$ cat src/hdl/cps_pkg.sv
// Constants, register map and state codes of the converter protection sequencer
package cps_pkg;
    // Clock rate
    localparam int CLK_MHZ          = 10;
    localparam int CNT_W            = 24;
    localparam int LVL_W            = 8;
    // Timed intervals, printed in microseconds
    localparam int FAULT_TIME_US    = 100000;
    localparam int AUTOREC_TIME_US  = 1000000;
    localparam int SSTART_TIME_US   = 5000;
    localparam int SSKIP_TIME_US    = 300;
    localparam int OVP_BLANK_US     = 10;
    localparam int OTP_BLANK_US     = 10;
    // Derived cycle counts (least times, never below one cycle)
    localparam int FAULT_CYC        = FAULT_TIME_US * CLK_MHZ;
    localparam int AUTOREC_CYC      = AUTOREC_TIME_US * CLK_MHZ;
    localparam int SSTART_CYC       = SSTART_TIME_US * CLK_MHZ;
    localparam int SSKIP_CYC        = SSKIP_TIME_US * CLK_MHZ;
    localparam int OVP_BLANK_CYC    = (OVP_BLANK_US * CLK_MHZ < 1) ? 1 : OVP_BLANK_US * CLK_MHZ;
    localparam int OTP_BLANK_CYC    = (OTP_BLANK_US * CLK_MHZ < 1) ? 1 : OTP_BLANK_US * CLK_MHZ;
    // Register byte offsets
    localparam logic [7:0] CTRL_OFS   = 8'h00;
    localparam logic [7:0] STATUS_OFS = 8'h04;
    localparam logic [7:0] LEVEL_OFS  = 8'h08;
    localparam logic [7:0] EVENT_OFS  = 8'h0C;
    // Control fields and reset value
    localparam int CTRL_SWOFF_BIT       = 0;
    localparam logic [31:0] CTRL_RESET  = 32'h0000_0000;
    // Status fields
    localparam int ST_STATE_LSB     = 0;
    localparam int ST_TIMER_BIT     = 3;
    localparam int ST_LATCH_BIT     = 4;
    localparam int ST_FOLD_BIT      = 5;
    localparam int ST_DRIVE_BIT     = 6;
    // Sticky event fields
    localparam int EV_FAULT_BIT     = 0;
    localparam int EV_OVP_BIT       = 1;
    localparam int EV_OTP_BIT       = 2;
    localparam int EV_TSD_BIT       = 3;
    localparam int EV_W             = 4;
    localparam logic [EV_W-1:0] EV_RESET = 4'h0;
    // Sequencer states
    typedef enum logic [2:0] {
        CPS_OFF     = 3'b000,
        CPS_START   = 3'b001,
        CPS_RUN     = 3'b010,
        CPS_SKIP    = 3'b011,
        CPS_SSKIP   = 3'b100,
        CPS_AUTOREC = 3'b101,
        CPS_LATCHED = 3'b110,
        CPS_TSD     = 3'b111
    } cps_state_t;
endpackage

$ cat src/hdl/cps_sequencer.sv
// Protection and low-load sequencer with APB status and control registers
`timescale 1ns/1ps
// Contract
// - Peak current limit reached starts the fault timer.
// - Timer expiry stops drive, then latches off or autorecovers per build option.
// - Limit released before expiry clears the fault timer.
// - A pulse ended by maximum duty also starts the fault timer.
// - Autorecovery waits the restart delay, then restarts; persisting fault repeats.
// - Latched-off state clears only on line undervoltage, supply reset or thermal shutdown.
// - Supply low while the timer runs enters protection at once.
// - Feedback below foldback threshold folds the frequency toward its minimum.
// - During foldback regulation continues but jittering is off.
// - Foldback is inhibited while running at maximum duty.
// - Feedback at skip-entry stops drive; skip holds below skip-exit threshold.
// - Skip exit restarts drive with a short voltage-mode ramp from zero.
// - Feedback above foldback during that ramp ends it at once.
// - Switching only inside the latch-pin window; crossing either edge latches off.
// - Latch-pin crossings shorter than their filter time are ignored.
// - Latch-pin latch-off clears only on line undervoltage, supply reset or thermal shutdown.
// - Latch pin ignored until ready; high latch armed at turn-on, gates start.
// - Low latch-pin threshold acted on only after the startup ramp.
// - Thermistor bias doubled during the startup ramp.
// - Thermal shutdown stops switching, disables startup source, resets logic.
// - Thermal shutdown release re-enables the source and starts normally.
// - Each start ramps the current setpoint from zero to the limit.
module cps_sequencer #(
    parameter bit LATCHED_OPTION = 1'b0,
    parameter int FAULT_CYC      = cps_pkg::FAULT_CYC,
    parameter int AUTOREC_CYC    = cps_pkg::AUTOREC_CYC,
    parameter int SSTART_CYC     = cps_pkg::SSTART_CYC
) (
    // Clock and reset
    input  wire logic        pclk,
    input  wire logic        presetn,
    // APB slave
    input  wire logic        psel,
    input  wire logic        penable,
    input  wire logic        pwrite,
    input  wire logic [7:0]  paddr,
    input  wire logic [31:0] pwdata,
    output logic [31:0]      prdata,
    output logic             pready,
    output logic             pslverr,
    // Comparator flags
    input  wire logic        pwm_request,
    input  wire logic        peak_current_limit,
    input  wire logic        cs_trip_end,
    input  wire logic        max_duty_end,
    input  wire logic        supply_low_level,
    input  wire logic        supply_turn_on_level,
    input  wire logic        supply_reset_level,
    input  wire logic        line_undervoltage,
    input  wire logic        fb_below_fold,
    input  wire logic        fb_below_skip_in,
    input  wire logic        fb_above_skip_out,
    input  wire logic        latch_pin_high,
    input  wire logic        latch_pin_low,
    input  wire logic        thermal_shutdown_flag,
    // Controls toward the analog side
    output logic             gate_drive_output,
    output logic             hv_source_enable,
    output logic             ntc_bias_double,
    output logic             foldback_enable,
    output logic             jitter_enable,
    output logic             skip_low_power,
    output logic             ramp_voltage_mode,
    output logic [7:0]       setpoint_level
);
    import cps_pkg::*;

    localparam int SS_STEP  = (SSTART_CYC / 255 < 1) ? 1 : SSTART_CYC / 255;
    localparam int SK_STEP  = (SSKIP_CYC / 255 < 1) ? 1 : SSKIP_CYC / 255;

    cps_state_t             state_reg;
    cps_state_t             state_next;
    logic [CNT_W-1:0]       fault_cnt_reg;
    logic                   fault_run_reg;
    logic                   maxduty_reg;
    logic [CNT_W-1:0]       wait_cnt_reg;
    logic [CNT_W-1:0]       step_cnt_reg;
    logic [LVL_W-1:0]       level_reg;
    logic [CNT_W-1:0]       ovp_cnt_reg;
    logic [CNT_W-1:0]       otp_cnt_reg;
    logic                   latch_off_reg;
    logic [31:0]            ctrl_reg;
    logic [EV_W-1:0]        event_reg;
    logic                   fault_expired;
    logic                   protect_req;
    logic                   ovp_fire;
    logic                   otp_fire;
    logic                   armed_high;
    logic                   armed_low;
    logic                   ramping;
    logic                   ramp_done;
    logic                   bus_write;
    logic                   bus_read;

    // Fixed map decode, shared by read and write paths
    function automatic logic mapped(input logic [7:0] a);
        mapped = (a == CTRL_OFS) || (a == STATUS_OFS) || (a == LEVEL_OFS)
              || (a == EVENT_OFS);
    endfunction

    // True for the states in which the power stage is driven
    function automatic logic drives(input cps_state_t s);
        drives = (s == CPS_START) || (s == CPS_RUN) || (s == CPS_SSKIP);
    endfunction

    assign fault_expired = fault_run_reg && (fault_cnt_reg >= CNT_W'(FAULT_CYC - 1));
    // Supply dropping while the timer runs counts as an expired fault
    assign protect_req   = fault_expired || (fault_run_reg && supply_low_level);
    assign armed_high    = drives(state_reg) || (state_reg == CPS_SKIP)
                         || (state_reg == CPS_OFF && supply_turn_on_level);
    assign armed_low     = (state_reg == CPS_RUN) || (state_reg == CPS_SKIP)
                         || (state_reg == CPS_SSKIP);
    assign ovp_fire      = armed_high && latch_pin_high
                         && (ovp_cnt_reg >= CNT_W'(OVP_BLANK_CYC - 1));
    assign otp_fire      = armed_low && latch_pin_low
                         && (otp_cnt_reg >= CNT_W'(OTP_BLANK_CYC - 1));
    assign ramping       = (state_reg == CPS_START) || (state_reg == CPS_SSKIP);
    assign ramp_done     = (level_reg == 8'hFF);
    assign bus_read      = psel && penable && !pready && !pwrite;
    assign bus_write     = psel && penable && pready && pwrite;

    // Next state; thermal shutdown outranks everything, supply reset everything but thermal shutdown
    always_comb begin
        state_next = state_reg;
        case (state_reg)
            CPS_OFF: begin
                // Start only with the high latch clear
                if (supply_turn_on_level && !line_undervoltage && !latch_off_reg
                    && !ovp_fire) begin
                    state_next = CPS_START;
                end
            end
            CPS_START: begin
                if (ramp_done) begin
                    state_next = CPS_RUN;
                end
            end
            CPS_RUN: begin
                if (fb_below_skip_in) begin
                    state_next = CPS_SKIP;
                end
            end
            CPS_SKIP: begin
                if (fb_above_skip_out) begin
                    state_next = CPS_SSKIP;
                end
            end
            CPS_SSKIP: begin
                // Load transient aborts the soft restart at once
                if (!fb_below_fold || ramp_done) begin
                    state_next = CPS_RUN;
                end
            end
            CPS_AUTOREC: begin
                if (wait_cnt_reg >= CNT_W'(AUTOREC_CYC - 1)) begin
                    state_next = CPS_OFF;
                end
            end
            CPS_LATCHED: begin
                if (line_undervoltage) begin
                    state_next = CPS_OFF;
                end
            end
            CPS_TSD: begin
                if (!thermal_shutdown_flag) begin
                    state_next = CPS_OFF;
                end
            end
            default: state_next = CPS_OFF;
        endcase
        // Protection paths from any driving or skipping state
        if (drives(state_reg) || state_reg == CPS_SKIP) begin
            if (ovp_fire || otp_fire) begin
                state_next = CPS_LATCHED;
            end else if (protect_req) begin
                state_next = LATCHED_OPTION ? CPS_LATCHED : CPS_AUTOREC;
            end else if (line_undervoltage) begin
                state_next = CPS_OFF;
            end
        end
        if (thermal_shutdown_flag) begin
            state_next = CPS_TSD;
        end
    end

    // State register; supply reset behaves as a logic reset
    always_ff @(posedge pclk or negedge presetn) begin
        if (!presetn) begin
            state_reg <= CPS_OFF;
        end else if (supply_reset_level && !thermal_shutdown_flag) begin
            state_reg <= CPS_OFF;
        end else begin
            state_reg <= state_next;
        end
    end

    // Fault timer: started by limit or max-duty end, cleared by normal ending
    always_ff @(posedge pclk or negedge presetn) begin
        if (!presetn) begin
            fault_run_reg <= 1'b0;
            fault_cnt_reg <= '0;
            maxduty_reg   <= 1'b0;
        end else if (!drives(state_reg) || thermal_shutdown_flag) begin
            fault_run_reg <= 1'b0;
            fault_cnt_reg <= '0;
            maxduty_reg   <= 1'b0;
        end else begin
            if (max_duty_end) begin
                maxduty_reg <= 1'b1;
            end else if (cs_trip_end) begin
                maxduty_reg <= 1'b0;
            end
            if (peak_current_limit || max_duty_end) begin
                fault_run_reg <= 1'b1;
                if (fault_run_reg && !fault_expired) begin
                    fault_cnt_reg <= fault_cnt_reg + 1'b1;
                end
            end else if (!maxduty_reg) begin
                fault_run_reg <= 1'b0;
                fault_cnt_reg <= '0;
            end else if (!fault_expired) begin
                fault_cnt_reg <= fault_cnt_reg + 1'b1;
            end
        end
    end

    // Restart delay counter for autorecovery
    always_ff @(posedge pclk or negedge presetn) begin
        if (!presetn) begin
            wait_cnt_reg <= '0;
        end else if (state_reg == CPS_AUTOREC) begin
            wait_cnt_reg <= wait_cnt_reg + 1'b1;
        end else begin
            wait_cnt_reg <= '0;
        end
    end

    // Setpoint ramp shared by startup and skip-exit restart
    always_ff @(posedge pclk or negedge presetn) begin
        if (!presetn) begin
            step_cnt_reg <= '0;
            level_reg    <= '0;
        end else if (!ramping || state_next != state_reg) begin
            step_cnt_reg <= '0;
            level_reg    <= '0;
        end else if (step_cnt_reg >= CNT_W'((state_reg == CPS_START ? SS_STEP : SK_STEP) - 1))
        begin
            step_cnt_reg <= '0;
            level_reg    <= ramp_done ? level_reg : level_reg + 1'b1;
        end else begin
            step_cnt_reg <= step_cnt_reg + 1'b1;
        end
    end

    // Latch-pin blanking filters; a short spike restarts the count
    always_ff @(posedge pclk or negedge presetn) begin
        if (!presetn) begin
            ovp_cnt_reg <= '0;
            otp_cnt_reg <= '0;
        end else begin
            ovp_cnt_reg <= (armed_high && latch_pin_high && !ovp_fire)
                         ? ovp_cnt_reg + 1'b1 : (ovp_fire ? ovp_cnt_reg : '0);
            otp_cnt_reg <= (armed_low && latch_pin_low && !otp_fire)
                         ? otp_cnt_reg + 1'b1 : (otp_fire ? otp_cnt_reg : '0);
        end
    end

    // Latch-off memory; only undervoltage, supply reset or thermal shutdown clears it
    always_ff @(posedge pclk or negedge presetn) begin
        if (!presetn) begin
            latch_off_reg <= 1'b0;
        end else if (thermal_shutdown_flag) begin
            latch_off_reg <= 1'b0;
        end else if (ovp_fire || otp_fire) begin
            latch_off_reg <= 1'b1;
        end else if (line_undervoltage || supply_reset_level) begin
            latch_off_reg <= 1'b0;
        end
    end

    // Analog-side controls, registered so that glitches never reach the pins
    always_ff @(posedge pclk or negedge presetn) begin
        if (!presetn) begin
            gate_drive_output <= 1'b0;
            hv_source_enable  <= 1'b1;
            ntc_bias_double   <= 1'b0;
            foldback_enable   <= 1'b0;
            jitter_enable     <= 1'b0;
            skip_low_power    <= 1'b0;
            ramp_voltage_mode <= 1'b0;
            setpoint_level    <= '0;
        end else begin
            gate_drive_output <= pwm_request && drives(state_next)
                               && !ctrl_reg[CTRL_SWOFF_BIT];
            hv_source_enable  <= !thermal_shutdown_flag;
            ntc_bias_double   <= (state_next == CPS_START);
            foldback_enable   <= (state_next == CPS_RUN) && fb_below_fold
                               && !maxduty_reg;
            jitter_enable     <= drives(state_next)
                               && !(fb_below_fold && !maxduty_reg);
            skip_low_power    <= (state_next == CPS_SKIP);
            ramp_voltage_mode <= (state_next == CPS_SSKIP);
            setpoint_level    <= ramping ? level_reg : 8'hFF;
        end
    end

    // Control register, written on the completing access edge
    always_ff @(posedge pclk or negedge presetn) begin
        if (!presetn) begin
            ctrl_reg <= CTRL_RESET;
        end else if (bus_write && paddr == CTRL_OFS) begin
            ctrl_reg <= {31'h0000_0000, pwdata[CTRL_SWOFF_BIT]};
        end
    end

    // Sticky events; a new event wins over a write-one clear
    always_ff @(posedge pclk or negedge presetn) begin
        if (!presetn) begin
            event_reg <= EV_RESET;
        end else begin
            event_reg <= (event_reg & ~((bus_write && paddr == EVENT_OFS)
                                        ? pwdata[EV_W-1:0] : EV_RESET))
                       | {thermal_shutdown_flag, otp_fire, ovp_fire, protect_req};
        end
    end

    // APB answer: one wait state, error on unmapped addresses
    always_ff @(posedge pclk or negedge presetn) begin
        if (!presetn) begin
            pready  <= 1'b0;
            pslverr <= 1'b0;
            prdata  <= 32'h0000_0000;
        end else if (psel && penable && !pready) begin
            pready  <= 1'b1;
            pslverr <= !mapped(paddr);
            prdata  <= 32'h0000_0000;
            if (bus_read) begin
                case (paddr)
                    CTRL_OFS:   prdata <= ctrl_reg;
                    STATUS_OFS: prdata <= {25'h000_0000, gate_drive_output, foldback_enable,
                                           latch_off_reg, fault_run_reg, state_reg};
                    LEVEL_OFS:  prdata <= {24'h00_0000, setpoint_level};
                    EVENT_OFS:  prdata <= {28'h000_0000, event_reg};
                    default:    prdata <= 32'h0000_0000;
                endcase
            end
        end else begin
            pready  <= 1'b0;
            pslverr <= 1'b0;
        end
    end
endmodule

$ cat config.mk
export PLATFORM = sky130hd
export DESIGN_NAME = cps_sequencer
export DESIGN_NICKNAME = d
export VERILOG_FILES = /design/src/hdl/cps_pkg.sv /design/src/hdl/cps_sequencer.sv
export SDC_FILE = /design/constraint.sdc
export NUM_CORES = 1
export LEC_CHECK = 0
export ABC_AREA = 1
export BUFFER_PORTS_ARGS = -buffer_cell sky130_fd_sc_hd__buf_2
export CORE_ASPECT_RATIO = 0.6
export CORE_MARGIN = 4
export CORE_UTILIZATION = 40
export CTS_CLUSTER_DIAMETER = 200
export CTS_CLUSTER_SIZE = 10
export DETAILED_ROUTE_END_ITERATION = 7
export PLACE_DENSITY = 0.61
export SYNTH_ARGS = -nofsm -noshare
export SYNTH_HDL_FRONTEND = slang
export SYNTH_SLANG_ARGS = --single-unit
$ cat constraint.sdc
create_clock -name pclk -period 2.2 [get_ports pclk]
set_clock_uncertainty 0.15 [all_clocks]
set_input_delay 0.11 -clock pclk [delete_from_list [all_inputs] [get_ports pclk]]
set_output_delay 0.11 -clock pclk [all_outputs]
set_load 0.005 [all_outputs]
After elaboration in Yosys (flattened, before gate mapping)
Cells that the tools add are included.
{"block": "word_totals", "regBits": 188, "output_inout_bits": 49, "in_bits": 59}
{"block": "classes", "eq_ne": 22, "n_reduce_logical": 68, "bitwise_logic": 3, "n_mux": 45, "n_lt_le_gt_ge": 5, "addsub": 7}
{"cell": "two-way mux 24 bit", "count": 12}
{"cell": "adder 24 x 1 -> 24 bit (second input constant)", "count": 5}
{"cell": ">= comparator 24 x 7 -> 1 bit (second input constant)", "count": 2}
{"cell": "two-way mux 8 bit", "count": 5}
{"cell": "two-way mux 3 bit", "count": 13}
{"cell": "two-way mux 32 bit", "count": 1}
{"cell": "one-hot mux 8 bit (4 select lines)", "count": 1}
{"cell": "logical AND 1 bit", "count": 27}
{"cell": ">= comparator 24 x 20 -> 1 bit (second input constant)", "count": 1}
{"cell": ">= comparator 24 bit", "count": 1}
{"cell": ">= comparator 24 bit (second input constant)", "count": 1}
{"cell": "one-hot mux 3 bit (8 select lines)", "count": 1}
{"cell": "logical OR 1 bit", "count": 19}
{"cell": "== test 8 x 4 -> 1 bit (second input constant)", "count": 2}
{"cell": "== test 3 bit (second input constant)", "count": 5}
{"cell": "zero test 1 bit", "count": 15}
{"cell": "== test 3 x 2 -> 1 bit (second input constant)", "count": 4}
{"cell": "two-way mux 1 bit", "count": 11}
{"cell": "subtractor 8 x 1 -> 9 bit (second input constant)", "count": 1}
{"cell": "adder 8 x 1 -> 8 bit (second input constant)", "count": 1}
{"cell": "== test 8 x 3 -> 1 bit (second input constant)", "count": 1}
{"cell": "== test 8 bit (second input constant)", "count": 1}
{"cell": "zero test 8 bit", "count": 1}
{"cell": "== test 3 x 1 -> 1 bit (second input constant)", "count": 2}
{"cell": "other kinds (13)", "count": 17}

Longest topological paths before layout
Gate-level depths: netlist of run 1.
{"block": "depth", "ltp_word": 21, "depth_mapped": 19}

Least setup slack after synthesis of run 1
Ideal clock, no wire load.
{"block": "synth_path", "path_type": "register to register", "from": "register state_reg[1]", "to": "register step_cnt_reg[0]", "required_ns": 1.978, "arrival_time_ns": 2.070, "setup_time_ns": 0.072, "stages_incl_launch_ff": 14, "synth_period_minus_slack_ns": 2.293, "setup_slack_ns": -0.093, "path_cell_list": "dfrtp_1 > inv_2 > nand2_1 > nor2_2 > ha_1 > o21ai_0 > nand2_1 > nand2_1 > nand2_1 > a31o_2 > buf_2 > inv_1 > nand2_2 > nor2_1"}
{"block": "synth_via", "elab_chain_len": 19, "elab_cells_between_ends": 44}
{"element": "start: declaration", "line": "cps_sequencer.sv:74", "rtl": "cps_state_t state_reg;"}
{"element": "start signal: assignment", "line": "cps_sequencer.sv:196", "rtl": "state_reg <= state_next;"}
{"element": "parallel branches: the longest is 18 deep, another holds >= comparator 24 bit"}
{"element": "two-way mux 24 bit (*)", "line": "cps_sequencer.sv:246", "rtl": "end else if (!ramping || state_next != state_reg) begin"}
{"element": "end signal: assignment", "line": "cps_sequencer.sv:254", "rtl": "step_cnt_reg <= step_cnt_reg + 1'b1;"}
{"element": "end: declaration", "line": "cps_sequencer.sv:80", "rtl": "logic [CNT_W-1:0] step_cnt_reg;"}
Mark *: on every way between the ends.
A chain may end at the register's enable or synchronous reset.

Worst setup path after layout of run 1
{"block": "layout_path", "from": "register state_reg[0]", "to": "register level_reg[3]"}
{"block": "layout_via", "elab_chain_len": 20, "elab_cells_between_ends": 46}
{"element": "== test 3 x 1 -> 1 bit / == test 3 x 2 -> 1 bit (equally long branches)"}
{"element": "logical OR 1 bit (2 in a row)", "line": "cps_sequencer.sv:106", "rtl": "drives = (s == CPS_START) || (s == CPS_RUN) || (s == CPS_SSKIP);"}
{"element": "logical OR 1 bit", "line": "cps_sequencer.sv:112, cps_sequencer.sv:175"}
{"element": "logical OR 1 bit", "line": "cps_sequencer.sv:113", "rtl": "|| (state_reg == CPS_OFF && supply_turn_on_level);"}
{"element": "logical AND 1 bit", "line": "cps_sequencer.sv:116", "rtl": "assign ovp_fire = armed_high && latch_pin_high"}
{"element": "logical AND 1 bit", "line": "cps_sequencer.sv:117", "rtl": "&& (ovp_cnt_reg >= CNT_W'(OVP_BLANK_CYC - 1));"}
{"element": "zero test 1 bit", "line": "cps_sequencer.sv:132", "rtl": "&& !ovp_fire) begin"}
{"element": "logical AND 1 bit", "line": "cps_sequencer.sv:132"}
{"element": "[3 not listed]"}
{"element": "two-way mux 3 bit", "line": "cps_sequencer.sv:178", "rtl": "end else if (protect_req) begin"}
{"element": "two-way mux 3 bit", "line": "cps_sequencer.sv:176", "rtl": "if (ovp_fire || otp_fire) begin"}
{"element": "two-way mux 3 bit", "line": "cps_sequencer.sv:175", "rtl": "if (drives(state_reg) || state_reg == CPS_SKIP) begin"}
{"element": "two-way mux 3 bit", "line": "cps_sequencer.sv:184", "rtl": "if (thermal_shutdown_flag) begin"}
{"element": "inequality test 3 bit", "line": "cps_sequencer.sv:246"}
{"element": "logical OR 1 bit", "line": "cps_sequencer.sv:246"}
{"element": "inequality test 2 x 1 -> 1 bit (no source line) / nonzero test 2 bit (equally long branches)"}
{"element": "AND reduction 2 bit (no source line)"}
{"element": "end signal: assignment", "line": "cps_sequencer.sv:252", "rtl": "level_reg <= ramp_done ? level_reg : level_reg + 1'b1;"}
{"element": "end: declaration", "line": "cps_sequencer.sv:81", "rtl": "logic [LVL_W-1:0] level_reg;"}
Parallel ways exist; a longest one is shown, timed or not.

==> run summary, run 1 <==
r2r startpoint: state_reg[0]
Worst-Skew Late Latency: 0.43 ns
ANT nets after route: 0
Seq cells post-synth: 164
vias in the first global route: 6,493
Max Slew Vio Count: 0
MaxCap Viol Count: 0
Slew @ Worst Pin: 0.5384 ns
M2 GR Usage: 25.62%
Yosys cell types: 46
multi-input logic area: 0.003774 mm²
RSZ-0062 raised after global routing: true
port bufs: 55
Tmin final: 2.484 ns
power per standard cell area: 692.8 mW/mm²
worst reg-to-reg setup slack: -0.28 ns
maximum clock rate: 0.4025 GHz
Worst setup SP type: flip-flop
First-pass DRT Iterations: 5
Pleak: 0.005300 µW
failing checks: setup timing
met1 Track Usage GR: 27.38%
first-pass GRT wire length: 32,540 µm
synthesized instance count: 949
routed len/inst: 14.20 µm
GRT Total Usage: 17.94%
1st-iter DRT viols: 535
ant diodes: 0
fin util: 57.93%
clock-pin transition on the worst setup and hold timing paths: 0.07 ns
Via density: 4.772
placed cell areas: 0.009457 mm²
largest net degree at the start of global routing: 57
min-delay worst type: in2reg
CTS buffer count: 17
yosys warns: 0
# H-tree levels: 4
sequential element share of the synthesized area: 51.37%
Mean Syn Cell Area: 8.421 µm²
DP HPWL: 14,170 µm
fin crit share: 112.9%
Final Cell Area: 0.01119 mm²
row count: 39
grt peak-use layer: met1
CTS tree: yes
Die X: 190.5 µm
clock sink count: 164
via count: 7,043
FF+latch area: 0.004109 mm²
CP Data Arrival Time: 2.71 ns
Final setup viols: 30
FF-to-FF path depth: 18
CTS root buf: clkbuf_16
RD Place Congestion: 0.8672
launch point of the worst path: state_reg[0]
final setup margin: -0.2845 ns
die area: 0.02238 mm²
crit path capture: level_reg[3]
Critical Setup Path Class: reg2reg
crit end category: flip-flop
WL final: 20,960 µm
Final Hold Violating Endpoints: 0
worst relative slew slack: 64.11%
Hold WS: 0.03227 ns
IO Count: 108
GRT overflow: 0
Crit Path Max Fanout: 6
status: finished with violations
Reg-to-Reg End: level_reg[3]
share of cells above drive strength 1: 31.98%
initial antenna violation count: 0
Die Y: 117.5 µm
initial core utilization: 41.36%
Nets: 1,266
Crit path required time: 2.42 ns
mapped cell area: 0.007991 mm²
M3 GR Usage: 4.001%
Max clock buf depth: 2
area grow syn2layout: 40.08%
fill count: 1,700
Placeable Area: 0.01932 mm²
Min-Delay Path Depth: 4
# DRC: 0
Max VDD drop: 0.0005780 V
-- stage by stage --
| stage | total power (µW) | TNS (ns) | setup WS (ns) | cells |
|---|---|---|---|---|
| 6_report | 7756 | -4.810 | -0.2845 | 1476 |
| 5_1_grt | 8098 | -8.841 | -0.4009 | 1476 |
| 4_1_cts | 7660 | -1.857 | -0.1338 | 1459 |
| 3_5_place_dp | 4258 | -2.439 | -0.1467 | 1391 |
| 3_3_place_gp | 4252 | -1.428 | -0.08210 | 1391 |
| 2_1_floorplan | 3752 | -0.02662 | -0.007020 | 987 |
-- cells in the mapped netlist, drive strengths merged --
cell	n	area (µm²)
mux2	1	11.26
clkbuf	6	22.52
a221oi	3	26.28
or2	3	18.77
a211oi	4	30.03
nand2	150	608.1
a21oi	50	265.3
o221a	1	11.26
nor3	29	145.1
o21a	6	45.04
inv	148	555.5
xnor2	2	17.52
dfstp	1	26.28
o2111ai	1	8.760
clkinv	2	7.510
and3	2	12.51
ha	10	125.1
conb	1	3.750
a32o	1	10.01
nand3	68	382.9
a22o	6	52.55
nor4	16	100.1
nor2	151	609.3
a311oi	1	8.760
buf	30	222.7
o21ai	40	204.0
nand3b	5	37.54
xor2	16	140.1
a31o	1	8.760
dfrtp	163	4079
a31oi	6	37.54
nand4	24	150.1
a22oi	1	7.510
-- cell usage in the layout, fill, tap and decap left out, types with 5 or more instances in the layout --
cell type,n
a21oi_1,45
a22o_1,6
nand2_1,117
nand3_1,40
nor2_1,120
buf_6,18
nor3_1,22
nand3b_1,5
o21ai_2,6
buf_4,128
nand3_4,10
nor4_1,12
buf_12,5
nand2_4,9
dfrtp_1,160
clkinv_4,6
inv_1,131
inv_2,13
nor2_2,14
nor2_4,17
buf_2,54
nor3_2,6
o21ai_0,27
clkbuf_16,18
nand3_2,18
dlygate4sd3_1,20
conb_1,39
xor2_1,15
o21ai_1,7
o21a_1,6
nand4_1,24
nand2_2,25
a31oi_1,6
-- critical path, cell delays in order, from the launching register on --
cell and delay [ns]:
dfrtp_2 0.42, buf_4 0.13, nand2_2 0.07, buf_4 0.14
nor2_4 0.09, nand2_1 0.07, nor2_2 0.15, nand3_4 0.10
nand3_4 0.11, nand2_2 0.08, nand2_2 0.09, nand2_2 0.09
nand3_1 0.12, nand2_2 0.10, nor2_4 0.12, buf_4 0.14
clkbuf_16 0.14, nand3_1 0.06, nand2_1 0.07
-- per-layer routing --
layer | wire [µm] | share of wire, % | vias to the layer above
met5 | 0 | 0 | -
met4 | 324 | 1.5 | 0
met3 | 972 | 4.6 | 27
met2 | 9201 | 44 | 182
met1 | 10460 | 50 | 3307
li1 | - | - | 3527
-- cells by family after synthesis --
kind of cell | after synthesis | synth area share, %
simple gates | 448 | 25.83
buf+inv | 186 | 10.11
flops | 164 | 51.37
compound gates | 121 | 8.956
xor+xnor | 18 | 1.973
fa+ha+maj | 10 | 1.566
other cells | 1 | 0.04693
mux | 1 | 0.1409
-- worst min path at each step --
| stage | startpoint | end | slack (ns) |
|---|---|---|---|
| final | latch_pin_low | otp_cnt_reg[11] | 0.03 |
| after global routing | latch_pin_low | otp_cnt_reg[11] | 0.05 |
| after CTS | latch_pin_low | otp_cnt_reg[18] | 0.02 |
| after detailed placement | presetn | ovp_cnt_reg[13] | -0.03 |
| after global placement | presetn | ovp_cnt_reg[18] | -0.03 |
| after floorplan | presetn | ctrl_reg[0] | -0.34 |
-- power breakdown --
group	leakage, µW	switching, µW	internal, µW
combinational	0.00279	703	577
clock	0.000311	1300	1950
sequential	0.00219	95.1	3140
-- timing repair --
action / 4_1_cts / 5_1_grt
pin swaps: 17 / 37
cloned: 0 / 2
resized for setup: 55 / 110
hold buffers: 20 / 0
hold endpoints to repair: 184 / 0
buffers inserted: 16 / 16
endpoints found under the setup margin: 28 / 58
-- final cells by class --
type	instances	share of cell area, %
multi-input combinational	638	33.71
clock buffer	18	3.923
timing repair buffer	226	15.71
sequential	164	36.70
clock inverter	14	1.811
inverter	150	5.164
tap	266	2.973
(Power assumes the default switching activity.)
==> run 2: changes to the inputs <==
==> constraint.sdc (replaced) <==
create_clock -name pclk -period 2.2 [get_ports pclk]
set_clock_uncertainty 0.15 [all_clocks]
set_input_delay 0.44 -clock pclk [delete_from_list [all_inputs] [get_ports pclk]]
set_output_delay 0.44 -clock pclk [all_outputs]
set_load 0.005 [all_outputs]
==> run 2 against run 1 <==
  * The run still ends with setup timing left
  * Cell count fell by 1.0%
  * Routed wire length rose by 3.3%
  * Largest power group is now sequential cells
  * Final area rose by 0.57%
  * Sequential cell count did not move
  * Die area did not move
  * Core utilization rose by 0.33 points
  * Critical path type unchanged
  * Combinational power rose by 5%
  * Non-clock buffer count fell by 14
  * Sequential share of layout area fell by 0.20 points
  * Total power fell by 0.99%
==> run summary, run 2 (synthesis results as in run 1) <==
Hold WS: 0.1158 ns
Die Y: 117.5 µm
Tmin final: 2.448 ns
share of cells above drive strength 1: 35.48%
1st-iter DRT viols: 506
r2r startpoint: wait_cnt_reg[1]
CTS tree: yes
FF+latch area: 0.004110 mm²
vias in the first global route: 6,690
RD Place Congestion: 0.8325
Comb pwr share: 17.5%
Final Hold Violating Endpoints: 0
Max VDD drop: 0.0005849 V
Slew @ Worst Pin: 0.5553 ns
final setup TNS: -5.209 ns
die area: 0.02238 mm²
RSZ-0062 raised after global routing: true
ANT nets after route: 0
slowest cell delay on critical path: 0.36 ns
most common cell after layout, fill and taps aside: dfrtp_1
power per standard cell area: 682.1 mW/mm²
maximum clock rate: 0.4085 GHz
Nets: 1,251
register share of total power: 42.0%
worst relative slew slack: 62.64%
Reg-to-Reg End: jitter_enable
Final setup viols: 35
Switch Pwr: 2215 µW
status: finished with violations
port bufs: 55
via count: 7,001
First-pass DRT Iterations: 5
Crit Path Max Fanout: 3
routed len/inst: 14.82 µm
Max clock buf depth: 2
Most common cell on crit path: nand2_2
WL final: 21,660 µm
crit end category: flip-flop
clock power share: 40.5%
GRT overflow: 0
ant diodes: 0
Worst-Skew Late Latency: 0.44 ns
final setup margin: -0.2481 ns
launch point of the worst path: wait_cnt_reg[1]
Die X: 190.5 µm
first-pass GRT wire length: 33,670 µm
Crit path required time: 2.44 ns
Via density: 4.792
switching part of the total: 28.85%
fin crit share: 111.3%
fin util: 58.26%
Worst setup SP type: flip-flop
# H-tree levels: 4
fill count: 1,684
largest net degree at the start of global routing: 42
worst reg-to-reg setup slack: -0.25 ns
area grow syn2layout: 40.88%
GRT Total Usage: 18.60%
failing checks: setup timing
Pint: 5463 µW
Max Slew Vio Count: 0
Crit-path slowest cell: dfrtp_1
multi-input logic area: 0.003986 mm²
crit path capture: jitter_enable
FF-to-FF path depth: 20
Pleak: 0.005284 µW
# DRC: 0
Critical Setup Path Class: reg2reg
commonest non-fill, non-tap cells in the layout: 159 x dfrtp_1, 131 x inv_1, 126 x buf_4
row count: 39
min-delay worst type: in2reg
MaxCap Viol Count: 0
CP cell instances: ha_2, nand2_2, nor2_4, buf_6, nand3b_1, nand2_1, nand3_1, nand3_2, nand3_4, nand2_2, nand2_2, nand2_4, nand2_4, buf_4, buf_6, inv_8, nand3_4, nand3_4, nand2_2, inv_2
initial core utilization: 41.36%
Placeable Area: 0.01932 mm²
CP Data Arrival Time: 2.69 ns
clock sink count: 164
IO Count: 108
initial antenna violation count: 0
CTS root buf: clkbuf_16
DP HPWL: 14,480 µm
clock-pin transition on the worst setup and hold timing paths: 0.07 ns
CTS buffer count: 17
## run 2: changes by cell type in the layout (fill, tap and decap cells not counted), sizes merged
cell,change
clkinv,-3
dlygate4sd3,-19
nand2,-1
buf,+5
bufinv,-2
inv,+5
## run 2: how the worst min path moves through the flow
stage	from	end	slack [ns]	depth (start not counted)
2_1_floorplan	presetn	ctrl_reg[0]	-0.006	0
3_3_place_gp	presetn	wait_cnt_reg[8]	0.25	1
3_5_place_dp	presetn	wait_cnt_reg[9]	0.25	1
4_1_cts	pwdata[0]	ctrl_reg[0]	0.09	3
5_1_grt	pwdata[0]	ctrl_reg[0]	0.12	3
6_report	pwdata[0]	ctrl_reg[0]	0.12	3
## run 2: repair_timing
| item | in CTS | in global routing |
|---|---|---|
| hold buffers | 1 | 0 |
| buffers inserted | 17 | 23 |
| hold endpoints to repair | 36 | 0 |
| cloned | 1 | 1 |
| pin swaps | 19 | 56 |
| setup endpoints to repair | 35 | 60 |
| gates resized for setup | 73 | 148 |
## run 2: final cells by class
| class | instances | share of cell area (%) |
|---|---|---|
| repair buffers | 212 | 14.54 |
| inverters | 150 | 5.201 |
| clock inverters | 14 | 1.489 |
| well taps | 266 | 2.956 |
| clock buffers | 18 | 3.901 |
| flip-flops and latches | 164 | 36.51 |
| multi-input cells | 637 | 35.41 |
## run 2: power groups by stage
stage	clock network [µW]	logic, µW	registers (µW)
after floorplan	0	481	3270
after global placement	0	991	3280
final	3110	1340	3230
after detailed placement	0	1010	3270
after CTS	3160	1150	3220
after global routing	3300	1460	3240
## run 2: metrics by stage
step	instance area, µm²	total power [µW]	cells	setup WS, ns
after floorplan	8144	3752	987	-0.007020
after global placement	9492	4271	1394	-0.1200
after detailed placement	9492	4281	1394	-0.2182
after CTS	10540	7536	1445	-0.1358
after global routing	11260	7996	1461	-0.3112
final	11260	7679	1461	-0.2481
## run 2: per-layer routing
metal | share of wire (%) | wire (µm) | up-vias | track usage, %
met4 | 1.8 | 382 | 0 | 5.874
met5 | 0 | 0 | - | 0
met1 | 50 | 10840 | 3302 | 28.21
met3 | 4.6 | 995 | 35 | 4.001
li1 | - | - | 3498 | -
met2 | 44 | 9441 | 166 | 26.49
## run 2: critical path, delay by kind of cell, from the launching register on
family,cells,cell delay (ns)
DFF,1,0.36
buffers and inverters,5,0.49
and+or+nand+nor,14,1.19
adders and majority gates,1,0.19
